$ cat src/cspsc_map.svh
// Register map, field positions, reset values and timing counts for the
// clock switch and power-save controller.
// Assumes a 32-bit Avalon-MM slave whose address carries the byte offsets directly.
`ifndef CSPSC_MAP_SVH
`define CSPSC_MAP_SVH

// Byte offsets
`define CSPSC_OSC_CTRL_OFS      8'h00
`define CSPSC_REF_OUT_CTRL_OFS  8'h04
`define CSPSC_PWR_CTRL_OFS      8'h08
`define CSPSC_STATUS_OFS        8'h0C

// Unlock keys
`define CSPSC_KEY_HI_1          8'h78
`define CSPSC_KEY_HI_2          8'h9A
`define CSPSC_KEY_LO_1          8'h46
`define CSPSC_KEY_LO_2          8'h57

// Oscillator control fields
`define CSPSC_NOSRC_LSB         8
`define CSPSC_CURSRC_LSB        12
`define CSPSC_SWREQ_BIT         0
`define CSPSC_LOCK_BIT          5

// Reference output fields
`define CSPSC_RO_ON_BIT         15
`define CSPSC_RO_SLP_BIT        13
`define CSPSC_RO_SEL_BIT        12
`define CSPSC_RO_DIV_LSB        8

// Power control fields
`define CSPSC_PWR_SLEEP_BIT     0
`define CSPSC_PWR_IDLE_BIT      1

// Reset values
`define CSPSC_OSC_SRC_RST       3'h0
`define CSPSC_REF_CTRL_RST      16'h0000

// Oscillator settle time before a switch completes
`define CSPSC_SWITCH_NS         1000
`define CSPSC_CLK_NS            25
`define CSPSC_SWITCH_CYC  ((`CSPSC_SWITCH_NS+`CSPSC_CLK_NS-1)/`CSPSC_CLK_NS)

`endif

$ cat src/cspsc_pkg.sv
// Types shared by the clock switch and power-save controller.
// Assumes the map header carries all numeric constants.
package cspsc_pkg;

  typedef enum logic [3:0] {
    CSPSC_UL_IDLE = 4'h1,
    CSPSC_UL_KEY1 = 4'h2,
    CSPSC_UL_OPEN = 4'h4,
    CSPSC_UL_SPARE = 4'h8
  } cspsc_unlock_e;

  typedef enum logic [2:0] {
    CSPSC_PM_RUN   = 3'h1,
    CSPSC_PM_SLEEP = 3'h2,
    CSPSC_PM_IDLE  = 3'h4
  } cspsc_pmode_e;

  // Primary source codes are those below 3'h4 by convention here
  typedef logic [2:0] cspsc_src_t;

endpackage : cspsc_pkg

$ cat src/cspsc_ctrl.sv
// Clock switch and power-save controller with Avalon-MM register slave.
// Assumes the core sequences its register writes and raises power_save_instr_req for
// one cycle per power-save instruction; all inputs are synchronous to clk.
//
// Added by the designer: the register offsets and register access over Avalon-MM.
`timescale 1ns/100ps
`include "cspsc_map.svh"
module cspsc_ctrl
  import cspsc_pkg::*;
#(
  parameter int SWITCH_CYC = `CSPSC_SWITCH_CYC,
  parameter int PIO_W      = 16
) (
  // Clock and reset
  input  wire logic             clk,
  input  wire logic             resetn,
  // Avalon-MM slave
  input  wire logic [7:0]       avs_address,
  input  wire logic             avs_read,
  input  wire logic             avs_write,
  input  wire logic [3:0]       avs_byteenable,
  input  wire logic [31:0]      avs_writedata,
  output logic [31:0]           avs_readdata,
  output logic                  avs_waitrequest,
  // Core power-save request and wake events
  input  wire logic             power_save_instr_req,
  input  wire logic             power_save_instr_idle,
  input  wire logic             irq_pending,
  input  wire logic             wdt_timeout,
  input  wire logic             wdt_enabled,
  input  wire logic             fsm_enabled,
  input  wire logic             rc_selected,
  // Oscillator status
  input  wire logic             pll_lock,
  input  wire logic             prim_tick,
  input  wire logic             sys_tick,
  // I/O pin state from port logic
  input  wire logic [PIO_W-1:0] pio_out_in,
  input  wire logic [PIO_W-1:0] pio_oe_in,
  // Clock and power outputs
  output logic [2:0]            sys_src,
  output logic                  sys_clk_run,
  output logic                  prim_osc_on,
  output logic                  rc_osc_on,
  output logic                  cpu_clk_run,
  output logic                  periph_sys_en,
  output logic                  wdt_clear,
  output logic                  fsm_active,
  output logic                  wake_pulse,
  // Pins
  output logic [PIO_W-1:0]      pio_out,
  output logic [PIO_W-1:0]      pio_oe,
  output logic                  ref_clock_pin
);

  logic         acc_osc;
  logic         wr_osc;
  logic         hi_open;
  logic         lo_open;
  logic         ack_q;
  logic         ack_d;
  logic [31:0]  rdata_q;
  logic [31:0]  rdata_d;
  cspsc_src_t   cur_src_q;
  cspsc_src_t   cur_src_d;
  cspsc_src_t   new_src_q;
  cspsc_src_t   new_src_d;
  logic         swreq_q;
  logic         swreq_d;
  logic [15:0]  swcnt_q;
  logic [15:0]  swcnt_d;
  logic [15:0]  ref_ctrl_q;
  logic [15:0]  ref_ctrl_d;
  cspsc_pmode_e pm_q;
  cspsc_pmode_e pm_d;
  logic         hold_q;
  logic         hold_d;
  logic         wdt_clr_q;
  logic         wdt_clr_d;
  logic         wake_q;
  logic         wake_d;
  logic [PIO_W-1:0] frz_out_q;
  logic [PIO_W-1:0] frz_out_d;
  logic [PIO_W-1:0] frz_oe_q;
  logic [PIO_W-1:0] frz_oe_d;
  logic         is_prim;
  logic         ro_run;
  logic         bus_req;
  logic         wake_ev;

  assign bus_req = (avs_read || avs_write) && !ack_q;
  assign acc_osc = bus_req;
  assign wr_osc  = avs_write && (avs_address == `CSPSC_OSC_CTRL_OFS);
  assign avs_waitrequest = (avs_read || avs_write) && !ack_q;
  assign avs_readdata    = rdata_q;

  cspsc_unlock #(
    .KEY1 (`CSPSC_KEY_HI_1),
    .KEY2 (`CSPSC_KEY_HI_2)
  ) u_unlock_hi (
    .clk     (clk),
    .resetn  (resetn),
    .acc     (acc_osc),
    .wr_lane (wr_osc && avs_byteenable[1]),
    .wdata   (avs_writedata[15:8]),
    .open    (hi_open)
  );

  cspsc_unlock #(
    .KEY1 (`CSPSC_KEY_LO_1),
    .KEY2 (`CSPSC_KEY_LO_2)
  ) u_unlock_lo (
    .clk     (clk),
    .resetn  (resetn),
    .acc     (acc_osc),
    .wr_lane (wr_osc && avs_byteenable[0]),
    .wdata   (avs_writedata[7:0]),
    .open    (lo_open)
  );

  assign is_prim = (cur_src_q < 3'h4);
  // sleep output needs both bits and a primary source
  assign ro_run = ref_ctrl_q[`CSPSC_RO_ON_BIT] &&
                  ((pm_q != CSPSC_PM_SLEEP) ||
                   (ref_ctrl_q[`CSPSC_RO_SLP_BIT] &&
                    ref_ctrl_q[`CSPSC_RO_SEL_BIT] && is_prim));

  cspsc_refclk #(
    .DIV_W (4)
  ) u_refclk (
    .clk       (clk),
    .resetn    (resetn),
    .run       (ro_run),
    .src_sel   (ref_ctrl_q[`CSPSC_RO_SEL_BIT]),
    .div       (ref_ctrl_q[`CSPSC_RO_DIV_LSB+3:`CSPSC_RO_DIV_LSB]),
    .prim_tick (prim_tick),
    .sys_tick  (sys_tick && (pm_q != CSPSC_PM_SLEEP)),
    .ref_out   (ref_clock_pin)
  );

  // Bus slave: answer one cycle after the request is seen
  always_comb begin
    ack_d      = bus_req;
    rdata_d    = rdata_q;
    ref_ctrl_d = ref_ctrl_q;
    new_src_d  = new_src_q;
    if (bus_req && avs_read) begin
      unique case (avs_address)
        `CSPSC_OSC_CTRL_OFS: rdata_d = {16'h0000, 1'b0, cur_src_q,
                                        1'b0, new_src_q, 2'b00,
                                        pll_lock, 4'h0, swreq_q};
        `CSPSC_REF_OUT_CTRL_OFS: rdata_d = {16'h0000, ref_ctrl_q};
        `CSPSC_STATUS_OFS: rdata_d = {29'h0, pm_q};
        default: rdata_d = 32'h0000_0000;
      endcase
    end
    if (bus_req && avs_write &&
        avs_address == `CSPSC_REF_OUT_CTRL_OFS) begin
      if (avs_byteenable[0]) ref_ctrl_d[7:0]  = avs_writedata[7:0];
      if (avs_byteenable[1]) ref_ctrl_d[15:8] = avs_writedata[15:8];
    end
    // new source only in unlocked slot
    if (hi_open) begin
      new_src_d = avs_writedata[`CSPSC_NOSRC_LSB+2:`CSPSC_NOSRC_LSB];
    end
  end

  // Clock switch: request set only in the low unlock slot
  always_comb begin
    swreq_d   = swreq_q;
    swcnt_d   = swcnt_q;
    cur_src_d = cur_src_q;
    if (lo_open && avs_writedata[`CSPSC_SWREQ_BIT]) begin
      swreq_d = 1'b1;
      swcnt_d = 16'h0000;
    end else if (swreq_q && pm_q == CSPSC_PM_RUN) begin
      // clear on success, hold on no lock
      if (swcnt_q >= 16'(SWITCH_CYC - 1)) begin
        if (pll_lock) begin
          swreq_d   = 1'b0;
          cur_src_d = new_src_q;
        end
      end else begin
        swcnt_d = swcnt_q + 16'h0001;
      end
    end
  end

  assign wake_ev = irq_pending || wdt_timeout;

  // Power-save mode sequencer
  always_comb begin
    pm_d      = pm_q;
    hold_d    = hold_q;
    wdt_clr_d = 1'b0;
    wake_d    = 1'b0;
    frz_out_d = frz_out_q;
    frz_oe_d  = frz_oe_q;
    unique case (pm_q)
      CSPSC_PM_RUN: begin
        if (power_save_instr_req) begin
          pm_d = power_save_instr_idle ? CSPSC_PM_IDLE : CSPSC_PM_SLEEP;
          wdt_clr_d = wdt_enabled;
          hold_d = wake_ev;
          frz_out_d = pio_out_in;
          frz_oe_d  = pio_oe_in;
        end
      end
      CSPSC_PM_SLEEP, CSPSC_PM_IDLE: begin
        if (wake_ev || hold_q) begin
          pm_d   = CSPSC_PM_RUN;
          hold_d = 1'b0;
          wake_d = 1'b1;
        end
      end
      default: pm_d = CSPSC_PM_RUN;
    endcase
  end

  always_ff @(posedge clk or negedge resetn) begin
    if (!resetn) begin
      ack_q      <= 1'b0;
      rdata_q    <= 32'h0000_0000;
      ref_ctrl_q <= `CSPSC_REF_CTRL_RST;
      new_src_q  <= `CSPSC_OSC_SRC_RST;
      cur_src_q  <= `CSPSC_OSC_SRC_RST;
      swreq_q    <= 1'b0;
      swcnt_q    <= 16'h0000;
      pm_q       <= CSPSC_PM_RUN;
      hold_q     <= 1'b0;
      wdt_clr_q  <= 1'b0;
      wake_q     <= 1'b0;
      frz_out_q  <= '0;
      frz_oe_q   <= '0;
    end else begin
      ack_q      <= ack_d;
      rdata_q    <= rdata_d;
      ref_ctrl_q <= ref_ctrl_d;
      new_src_q  <= new_src_d;
      cur_src_q  <= cur_src_d;
      swreq_q    <= swreq_d;
      swcnt_q    <= swcnt_d;
      pm_q       <= pm_d;
      hold_q     <= hold_d;
      wdt_clr_q  <= wdt_clr_d;
      wake_q     <= wake_d;
      frz_out_q  <= frz_out_d;
      frz_oe_q   <= frz_oe_d;
    end
  end

  assign sys_src    = cur_src_q;
  assign wdt_clear  = wdt_clr_q;
  assign wake_pulse = wake_q;
  assign sys_clk_run   = (pm_q != CSPSC_PM_SLEEP);
  assign cpu_clk_run   = (pm_q == CSPSC_PM_RUN);
  assign periph_sys_en = (pm_q != CSPSC_PM_SLEEP);
  assign fsm_active    = fsm_enabled && (pm_q != CSPSC_PM_SLEEP);
  // primary powers down unless kept for reference
  assign prim_osc_on   = is_prim && (pm_q != CSPSC_PM_SLEEP || ro_run);
  // RC oscillator kept for selecting modules
  assign rc_osc_on = rc_selected || wdt_enabled || fsm_enabled;
  assign pio_out = (pm_q == CSPSC_PM_SLEEP) ? frz_out_q : pio_out_in;
  assign pio_oe  = (pm_q == CSPSC_PM_SLEEP) ? frz_oe_q  : pio_oe_in;

endmodule : cspsc_ctrl

$ cat src/cspsc_refclk.sv
// Reference clock generator: source choice, divider and glitch-free gate.
// Assumes both sources are given as enable pulses in the clk domain.
`timescale 1ns/100ps
module cspsc_refclk #(
  parameter int DIV_W = 4
) (
  // Clock and reset
  input  wire logic             clk,
  input  wire logic             resetn,
  // Control
  input  wire logic             run,
  input  wire logic             src_sel,
  input  wire logic [DIV_W-1:0] div,
  // Source ticks
  input  wire logic             prim_tick,
  input  wire logic             sys_tick,
  // Reference clock output
  output logic                  ref_out
);

  logic [15:0] cnt_q;
  logic [15:0] cnt_d;
  logic        lvl_q;
  logic        lvl_d;
  logic        on_q;
  logic        on_d;
  logic        tick;
  logic [15:0] half;

  assign tick = src_sel ? prim_tick : sys_tick;
  // sixteen division ratios
  // Toggle every 2^div ticks, so each code gives its own ratio
  assign half = (16'h0001 << div) - 16'h0001;
  assign ref_out = lvl_q & on_q;

  always_comb begin
    cnt_d = cnt_q;
    lvl_d = lvl_q;
    on_d  = on_q;
    if (tick) begin
      if (cnt_q >= half) begin
        cnt_d = 16'h0000;
        lvl_d = ~lvl_q;
        // gate changes only at low edge
        if (lvl_q) begin
          on_d = run;
        end
      end else begin
        cnt_d = cnt_q + 16'h0001;
      end
    end
    if (!on_q && !lvl_q && run) begin
      on_d = 1'b1;
    end
    if (!run && !on_q) begin
      cnt_d = 16'h0000;
      lvl_d = 1'b0;
    end
  end

  always_ff @(posedge clk or negedge resetn) begin
    if (!resetn) begin
      cnt_q <= 16'h0000;
      lvl_q <= 1'b0;
      on_q  <= 1'b0;
    end else begin
      cnt_q <= cnt_d;
      lvl_q <= lvl_d;
      on_q  <= on_d;
    end
  end

endmodule : cspsc_refclk

$ cat src/cspsc_unlock.sv
// One keyed unlock for a byte lane of the oscillator control register.
// Assumes one acc strobe per bus access, read or write, to any register.
`timescale 1ns/100ps
`include "cspsc_map.svh"
module cspsc_unlock
  import cspsc_pkg::*;
#(
  parameter logic [7:0] KEY1 = 8'h00,
  parameter logic [7:0] KEY2 = 8'h00
) (
  // Clock and reset
  input  wire logic       clk,
  input  wire logic       resetn,
  // Access stream
  input  wire logic       acc,
  input  wire logic       wr_lane,
  input  wire logic [7:0] wdata,
  // Protected write permitted this access
  output logic            open
);

  cspsc_unlock_e st_q;
  cspsc_unlock_e st_d;

  assign open = acc && wr_lane && (st_q == CSPSC_UL_OPEN);

  always_comb begin
    st_d = st_q;
    if (acc) begin
      st_d = CSPSC_UL_IDLE;
      unique case (st_q)
        CSPSC_UL_IDLE: begin
          if (wr_lane && wdata == KEY1) begin
            st_d = CSPSC_UL_KEY1;
          end
        end
        CSPSC_UL_KEY1: begin
          if (wr_lane && wdata == KEY2) begin
            st_d = CSPSC_UL_OPEN;
          end else if (wr_lane && wdata == KEY1) begin
            st_d = CSPSC_UL_KEY1;
          end
        end
        CSPSC_UL_OPEN: st_d = CSPSC_UL_IDLE;
        default:       st_d = CSPSC_UL_IDLE;
      endcase
    end
  end

  always_ff @(posedge clk or negedge resetn) begin
    if (!resetn) begin
      st_q <= CSPSC_UL_IDLE;
    end else begin
      st_q <= st_d;
    end
  end

endmodule : cspsc_unlock

$ cat config.mk
export PLATFORM = sky130hd
export DESIGN_NAME = cspsc_ctrl
export DESIGN_NICKNAME = d
export VERILOG_FILES = /design/src/cspsc_pkg.sv /design/src/cspsc_ctrl.sv /design/src/cspsc_refclk.sv /design/src/cspsc_unlock.sv
export VERILOG_INCLUDE_DIRS = /design/src /design/src/src
export SDC_FILE = /design/constraint.sdc
export NUM_CORES = 1
export LEC_CHECK = 0
export ABC_AREA = 1
export BUFFER_PORTS_ARGS = -buffer_cell sky130_fd_sc_hd__clkbuf_2
export CORE_MARGIN = 1
export CORE_UTILIZATION = 38
export CTS_BUF_LIST = sky130_fd_sc_hd__clkbuf_4
export CTS_CLUSTER_DIAMETER = 60
export DETAILED_ROUTE_END_ITERATION = 10
export PLACE_DENSITY = 0.57
export RECOVER_POWER = 50
export SYNTH_ARGS = -nofsm -noshare
export SYNTH_HDL_FRONTEND = slang
export SYNTH_SLANG_ARGS = --single-unit
$ cat constraint.sdc
create_clock -name clk -period 5.4 [get_ports clk]
set_input_delay 1.35 -clock clk [delete_from_list [all_inputs] [get_ports clk]]
set_output_delay 1.35 -clock clk [all_outputs]
set_load 0.005 [all_outputs]
# Yosys cells after proc, flatten, opt, wreduce, memory -nomap -nowiden
# Cells that the tools add are included.
op_classes:
  n_eq_ne: 19
  n_shift: 1
  n_mux: 38
  n_lt_le_gt_ge: 3
  n_bitwise: 3
  reduce_logical: 58
  n_addsub: 3
op_table:
  columns: ["cell", "count"]
  rows:
  - ["$mux 16", 8]
  - ["$pmux 16 s3", 1]
  - ["$add 16x1->16 const B", 2]
  - ["$logic_and 1x1->1", 26]
  - ["$eq 8x7->1 const B", 3]
  - ["$mux 1", 18]
  - ["$reduce_bool 2->1", 9]
  - ["$ge 16x16->1", 1]
  - ["$ge 16x6->1 const B", 1]
  - ["$pmux 4 s2", 2]
  - ["$shl 1x4->16 const A", 1]
  - ["$sub 16x1->16 const B", 1]
  - ["$mux 3", 4]
  - ["$reduce_and 2->1", 6]
  - ["$reduce_and 3->1", 3]
  - ["$eq 4x1->1 const B", 2]
  - ["$eq 4x2->1 const B", 2]
  - ["$eq 4x3->1 const B", 2]
  - ["$eq 8x3->1 const B", 1]
  - ["$eq 8x4->1 const B", 1]
  - ["$eq 8x8->1 const B", 1]
  - ["$logic_not 8->1", 1]
  - ["$logic_or 1x1->1", 7]
  - ["$ne 2x2->1 const B", 3]
  - ["other kinds (14)", 19]
totals:
  input_bits: 90
  wordCells: 144
  out_inout_bits: 77
  regBits: 136

# Longest topological paths before layout
# Gate-level depths: netlist (run 1).
logic_depth:
  word_depth: 8
  ltp_mapped: 20
  depth_no_buf: 20

# By module
# Synthesis (run 1) repeated with hierarchy kept, for this count alone.
unflattened:
  cells_unflattened: 898
  hier_area_um2: 6956.7
by_module_without_submodules:
  columns: ["mod", "area_each_um2", "cells_per_inst", "n_inst", "seq_area_each_um2"]
  rows:
  - ["cspsc_ctrl", 4769.6, 588, 1, 2353.5]
  - ["cspsc_refclk", 1689.1, 231, 1, 450.4]
  - ["cspsc_unlock (u_unlock_hi)", 249.0, 38, 1, 76.3]
  - ["cspsc_unlock (u_unlock_lo)", 249.0, 41, 1, 76.3]

# Least setup slack after synthesis (run 1)
# No wires, ideal clock.
synth_timing:
  kind: "input to output"
  start: "input port wdt_enabled"
  end: "output port rc_osc_on"
  cell_stages: 1
  arrival_ns: 1.722
  slack_ns: 2.328
  n_path_buf: 0
  required_ns: 4.050
  cell_sequence: "or3_1"
synth_between:
  elab_chain_cells: 2
synth_lines:
  columns: ["element", "line", "source"]
  rows:
  - ["from (decl)", "cspsc_ctrl.sv:30", "input wire logic wdt_enabled,"]
  - ["$logic_or 1x1->1 (2 in series)", "cspsc_ctrl.sv:262", "assign rc_osc_on = rc_selected || wdt_enabled || fsm_enabled;"]
  - ["to (decl)", "cspsc_ctrl.sv:44", "output logic rc_osc_on,"]
# Every way passes these cells.

# Worst setup path after layout (run 1)
layout_timing:
  start: "input port avs_read"
  end: "output port avs_waitrequest"
layout_between:
  elab_chain_cells: 2
layout_lines:
  columns: ["element", "line", "source"]
  rows:
  - ["from (decl)", "cspsc_ctrl.sv:19", "input wire logic avs_read,"]
  - ["$logic_or 1x1->1", "cspsc_ctrl.sv:94", "assign avs_waitrequest = (avs_read || avs_write) && !ack_q;"]
  - ["$logic_and 1x1->1", "cspsc_ctrl.sv:94", null]
  - ["to (decl)", "cspsc_ctrl.sv:24", "output logic avs_waitrequest,"]
# Every way passes these cells.

==> flow_summary.toml, run 1 <==
[status]
outcome = "complete, but fails checks"
violations = "capacitance limit, slew limit"

[run]
drv_cap = 2

[detailed_routing]
drtIter0Drc = 354
drc = 0
avgRoutedWirePerCell_um = 12.3
via_per_inst = 4.61
routed_wl_um = 15000
dr.pass1.iters = 5
ant_nets = 0
via_count = 5637

[grt]
antenna_found_initial = 1
grt_remaining_overflow = 0
grt_pass1_vias = 5246
grt_max_degree = 67
grt_pass1_wl_um = 25400
track_usage_pct = 18.0

[power]
p_leak_nw = 4.11
p_per_area_nw_per_um2 = 291
ir_worst_vdd_uv = 185
design_power_total_mw = 2.20

[yosys]
synth_top_flop_cell = "dfrtp_1"
synth_top_cell_by_area = "dfrtp_1"
synth_compound_area_share_pct = 11.6
synth_top_area_share_pct = 43.9
synth_edf_count = 0
yosysWarnings = 0
syn_area_um2 = 6550
synth.distinct_cells = 41
synth.area.mux_share_pct = 0
synth_seq_cells = 118
synth_seq_area_share_pct = 45.1
synth_fa_ha_area_share_pct = 3.63
syn_area_per_cell_um2 = 7.58
synth_top_family_by_area = "simple AND/OR/NAND/NOR gates"
synth.area.top_cells = "dfrtp_1, nand2_1, o21ai_0, inv_1, nor2_1"
async_flop_share_pct = 100
synth_simple_gate_area_share_pct = 27.6
synth_xor_area_share_pct = 1.07
synthCells = 864

[critical_path]
reg2reg_from = "ref_ctrl_q[10]$_DFFE_PN0P_"
crit_arrival_ns = 3.15
startpoint_type = "input pin"
crit_type = "input pin to output pin"
r2r_end = "u_refclk.cnt_q[13]$_DFFE_PN0P_"
path_cells = "clkbuf_2, inv_1, nor2_1, nor2_1, clkinvlp_2, clkbuf_2"
critPathMaxStageDelay_ns = 0.85
crit_path_end = "avs_waitrequest"
r2r_slack_ns = 2.37
worstPathMaxFanout = 17
required_ns = 4.05
cp-startpoint = "avs_read"
slowest_stage = "nor2_1"
endpoint_kind = "output pin"
worstRegToRegCells = 19

[final_layout]
syn2layout_area_growth_pct = 15.5
multiInputGateArea_um2 = 2910
drive_gt1_share_pct = 19.4
final_common_cell = "nand2_1"
nets = 1100
seq_area_um2 = 2960
fillers = 1720
final_cell_mix = "nand2_1, clkbuf_2, dfrtp_1"

[worst_hold_path]
hold_path_class = "flip-flop to flip-flop"
hold_depth = 2
min_from = "avs_readdata[7]$_DFFE_PN0P_"

[clock_tree]
h-tree-depth = 4
post-cts-setup-buffers = 0
cts_root_buffer = "clkbuf_4"
clock_path_buffers = 2
post_cts_resized = 0
worstSkewPairLatency_ns = 0.53
cts.reportedPaths.clkPinSlew_ns = 0.11
cts_buffers = 17
cts_hold_buf = 0
cts_tree = "built"
numClockSinks = 118

[die]
core_um2 = 16700
ios = 167
fp.dieArea_um2 = 17800
die_w_um = 133
die_h_um = 133
num_rows = 47
start_util_pct = 39.2

[sta]
slew_violations = 112
fmaxAchievable_mhz = 222
setup_tns_ns = 0
finalCriticalPeriod_ns = 4.50
finalClockSkew_ns = 0.0153
rsz0062_at_grt = "false"
worst_pin_slew_ns = 2.42
fin_crit_sh_pct = 83.4
setup_viol = 0
hold_violations = 0
slew_headroom_pct = -61.3

[placement]
gp_congestion = 0.830
place.detailed.hpwl_um = 11100
numPortBuffers = 132
==> cell type report <==
type / instances / area share [%]
diodes: 1 / 0.0331
clock buffers: 18 / 1.79
clock inverters: 13 / 2.08
inverters: 123 / 6.12
multi-input cells: 597 / 38.4
flip-flops and latches: 118 / 39.1
well taps: 220 / 3.64
repair buffers: 134 / 8.84
==> metal layers <==
| metal | track usage, % | part of all wire (%) | up-vias | wire (um) |
|---|---|---|---|---|
| li1 | - | - | 2969 | - |
| met1 | 24.8 | 49 | 2524 | 7370 |
| met2 | 27.1 | 44 | 130 | 6580 |
| met3 | 5.18 | 5.6 | 14 | 845 |
| met4 | 5.87 | 1.3 | 0 | 195 |
| met5 | 0 | 0 | - | 0 |
==> sequential cells by signal, indices dropped and copies added (netlist names), 3 cells and up <==
| name | count |
|---|---|
| frz_out_q | 16 |
| pm_q | 3 |
| avs_readdata | 16 |
| u_unlock_hi.st_q | 3 |
| swcnt_q | 16 |
| ref_ctrl_q | 16 |
| new_src_q | 3 |
| u_refclk.cnt_q | 16 |
| frz_oe_q | 16 |
| sys_src | 3 |
| u_unlock_lo.st_q | 3 |
==> cell usage after synthesis, types with 3 or more instances <==
cell      instances
a21o_1            5
inv_1           111
nor2_2            5
a21oi_1          23
a22o_1            4
dfrtp_1         115
buf_2            13
nand2_4           3
o21ai_0          88
dfstp_2           3
xor2_1            6
buf_4            18
nand3b_1          3
nand3_1          45
nand4_1          12
nor3_1           13
ha_1             19
o21ai_1          11
nor2_4            5
clkbuf_1          7
inv_2            11
o22ai_1           4
nand3_2           5
nor2_1           67
nand2_1         246
==> kinds of logic after synthesis <==
kind of cell | after synthesis
XOR/XNOR | 8
flip-flops | 118
AND/OR/NAND/NOR | 412
AO/OA/AOI/OAI | 141
buffers and inverters | 164
other | 2
adder cells (fa/ha/maj) | 19
==> through the flow <==
step	cells	util (%)	area (um2)	setup WS, ns	hold WS [ns]
CTS	1223	45.5	7600	1.56	0.498
global placement	1192	43.8	7310	1.83	0.465
floorplan	879	-	6610	2.33	0.453
finish	1224	45.3	7570	0.898	0.488
detailed placement	1192	43.8	7310	1.84	0.467
global route	1224	45.3	7570	0.711	0.509
==> worst min path at each step <==
stage	end	slack, ns
6_report	avs_readdata[7]$_DFFE_PN0P_	0.49
3_5_place_dp	avs_readdata[7]$_DFFE_PN0P_	0.47
4_1_cts	avs_readdata[7]$_DFFE_PN0P_	0.50
5_1_grt	avs_readdata[3]$_DFFE_PN0P_	0.51
2_1_floorplan	frz_oe_q[10]$_DFFE_PN0P_	0.45
3_3_place_gp	avs_readdata[7]$_DFFE_PN0P_	0.47
==> worst max-delay path: cells and delay by family <==
kind	cells	cell delay, ns
buffers and inverters	4	0.61
AND/OR/NAND/NOR	2	1.19
==> report_power, final <==
part	total [mW]	switching, mW	internal (mW)
sequential	1.10	0.0890	1.01
combinational	0.427	0.269	0.158
clock	0.674	0.353	0.322
total	2.20	0.710	1.49
(Power assumes the default switching activity.)
==> run 2, diff against run 1 <==
- clock period: 5.4 -> 4.5 ns (I/O delays scaled with it)
==> run 2 against run 1 <==
Effect of this change: the run still ends with capacitance limit, slew limit left; register-to-register slack worse by 0.90 ns; combinational power is 19% higher; total power grew 23%; sequential share of layout area shrank 0.15 points; worst hold slack improved by 0.0014 ns; sequential power increased by 21%; first-iteration DRC count shrank 14%; via count rose by 0.46%; clock power is 30% higher; count of clock-buffer cells in the layout shrank 1; non-clock buffer count fell by 1; die area unchanged; largest power group unchanged.
==> flow_summary.toml, run 2 (synthesis gave the netlist of run 1 again) <==
[status]
outcome = "complete, but fails checks"
violations = "capacitance limit, slew limit"

[clock_tree]
h-tree-depth = 4
clock_path_buffers = 2
cts_tree = "built"
worstSkewPairLatency_ns = 0.52
post_cts_resized = 0
cts_root_buffer = "clkbuf_4"
cts_hold_buf = 0
cts.reportedPaths.clkPinSlew_ns = 0.11
numClockSinks = 118
cts_buffers = 17
post-cts-setup-buffers = 0

[sta]
setup_tns_ns = 0
worst_pin_slew_ns = 1.68
slew_headroom_pct = -11.7
finalCriticalPeriod_ns = 3.83
setup_viol = 0
fin_ws_ns = 0.667
rsz0062_at_grt = "false"
slew_violations = 135
finalClockSkew_ns = 0.0193
fmaxAchievable_mhz = 261
hold_violations = 0
fin_crit_sh_pct = 85.2

[placement]
numPortBuffers = 132
gp_congestion = 0.820
pre_cts_slack_ns = 1.39
place_area_um2 = 7310
place_inst = 1191
place.detailed.hpwl_um = 11000

[detailed_routing]
drtIter0Drc = 304
via_count = 5663
ant_nets = 0
avgRoutedWirePerCell_um = 12.2
dr.pass1.iters = 5
routed_wl_um = 14900
drc = 0
via_per_inst = 4.62

[power]
power.internal_mw = 1.85
switchingPower_uw = 865
clockPowerShare_pct = 32.4
power_frac_comb_pct = 18.8
p_leak_nw = 4.13
ir_worst_vdd_uv = 158
p_per_area_nw_per_um2 = 357
power_frac_seq_pct = 48.9
switching_share_pct = 31.8

[grt]
grt_pass1_vias = 5145
track_usage_pct = 17.9
grt_max_degree = 69
antenna_found_initial = 1
grt_pass1_wl_um = 25100
grt_remaining_overflow = 0

[die]
start_util_pct = 39.2
ios = 167
core_um2 = 16700
die_w_um = 133
fp.dieArea_um2 = 17800
num_rows = 47
die_h_um = 133

[critical_path]
path_cells = "clkbuf_2, inv_1, nor2_1, nor2_1, inv_4, clkbuf_2"
crit_cells = 6
crit_arrival_ns = 2.71
crit_type = "input pin to output pin"
reg2reg_from = "ref_ctrl_q[10]$_DFFE_PN0P_"
r2r_end = "u_refclk.cnt_q[13]$_DFFE_PN0P_"
r2r_slack_ns = 1.47
slowest_stage = "nor2_1"
worstRegToRegCells = 19
cp-startpoint = "avs_read"
crit_buf_inv = 4
startpoint_type = "input pin"
path_delay_family = "simple AND/OR/NAND/NOR gates"
required_ns = 3.38
critPathMaxStageDelay_ns = 0.80
worstPathMaxFanout = 17
endpoint_kind = "output pin"

[final_layout]
final_common_cell = "nand2_1"
syn2layout_area_growth_pct = 16.0
final_cell_area_um2 = 7600
finalCoreUtilization_pct = 45.5
final_cell_mix = "nand2_1, clkbuf_2, dfrtp_1"
nets = 1099
fillers = 1739
final_cells = 1225
drive_gt1_share_pct = 19.4

[worst_hold_path]
min_from = "avs_readdata[2]$_DFFE_PN0P_"
hold_path_class = "flip-flop to flip-flop"
hold_depth = 2
whs_endpoint = "avs_readdata[2]$_DFFE_PN0P_"

[run]
drv_cap = 2
[run 2: cell count changes in the layout (fill, tap and decap cells not counted), sizes merged]
| cell | previous run | this run |
|---|---|---|
| diode | 1 | 2 |
| bufinv | 3 | 4 |
| clkinv | 6 | 7 |
| buf | 1 | 0 |
| inv | 123 | 126 |
| clkinvlp | 4 | 1 |
| clkbuf | 151 | 150 |
[run 2: per-layer routing]
metal	vias up	GRT usage [%]	share of wire, %
met5	-	0	0
met4	0	6.88	1.4
met3	15	4.87	5.4
met2	151	26.1	44
met1	2520	25.2	49
li1	2977	-	-
[run 2: stage by stage]
stage | power (mW) | hold slack, ns
after floorplan | 1.69 | 0.453
after global placement | 1.86 | 0.464
after detailed placement | 1.87 | 0.467
after CTS | 2.77 | 0.498
after global routing | 2.91 | 0.513
final | 2.72 | 0.489
[run 2: layout make-up]
type	count	area (um2)	share of cell area, %
Antenna cell	2	5.00	0.0659
Clock buffer	17	128	1.68
Clock inverter	15	201	2.65
Inverter	123	464	6.11
Multi-Input combinational cell	597	2910	38.2
Sequential cell	118	2960	38.9
Tap cell	220	275	3.62
Timing Repair Buffer	133	664	8.74
[run 2: how the worst max path moves through the flow]
stage / endpoint
finish: avs_waitrequest
global route: avs_waitrequest
CTS: prim_osc_on
detailed placement: avs_waitrequest
global placement: avs_waitrequest
floorplan: rc_osc_on
[run 2: power by group through the flow]
stage	clock network (mW)	logic (mW)	registers, mW
final	0.879	0.509	1.33
after global routing	0.965	0.597	1.35
after CTS	0.916	0.529	1.33
after detailed placement	0	0.529	1.34
after global placement	0	0.516	1.34
after floorplan	0	0.377	1.32
[run 2: worst min-delay path, cell delays in order (launching register included)]
cell and delay, ns:
dfrtp_1 0.36, nand2_1 0.05, nand2_1 0.05
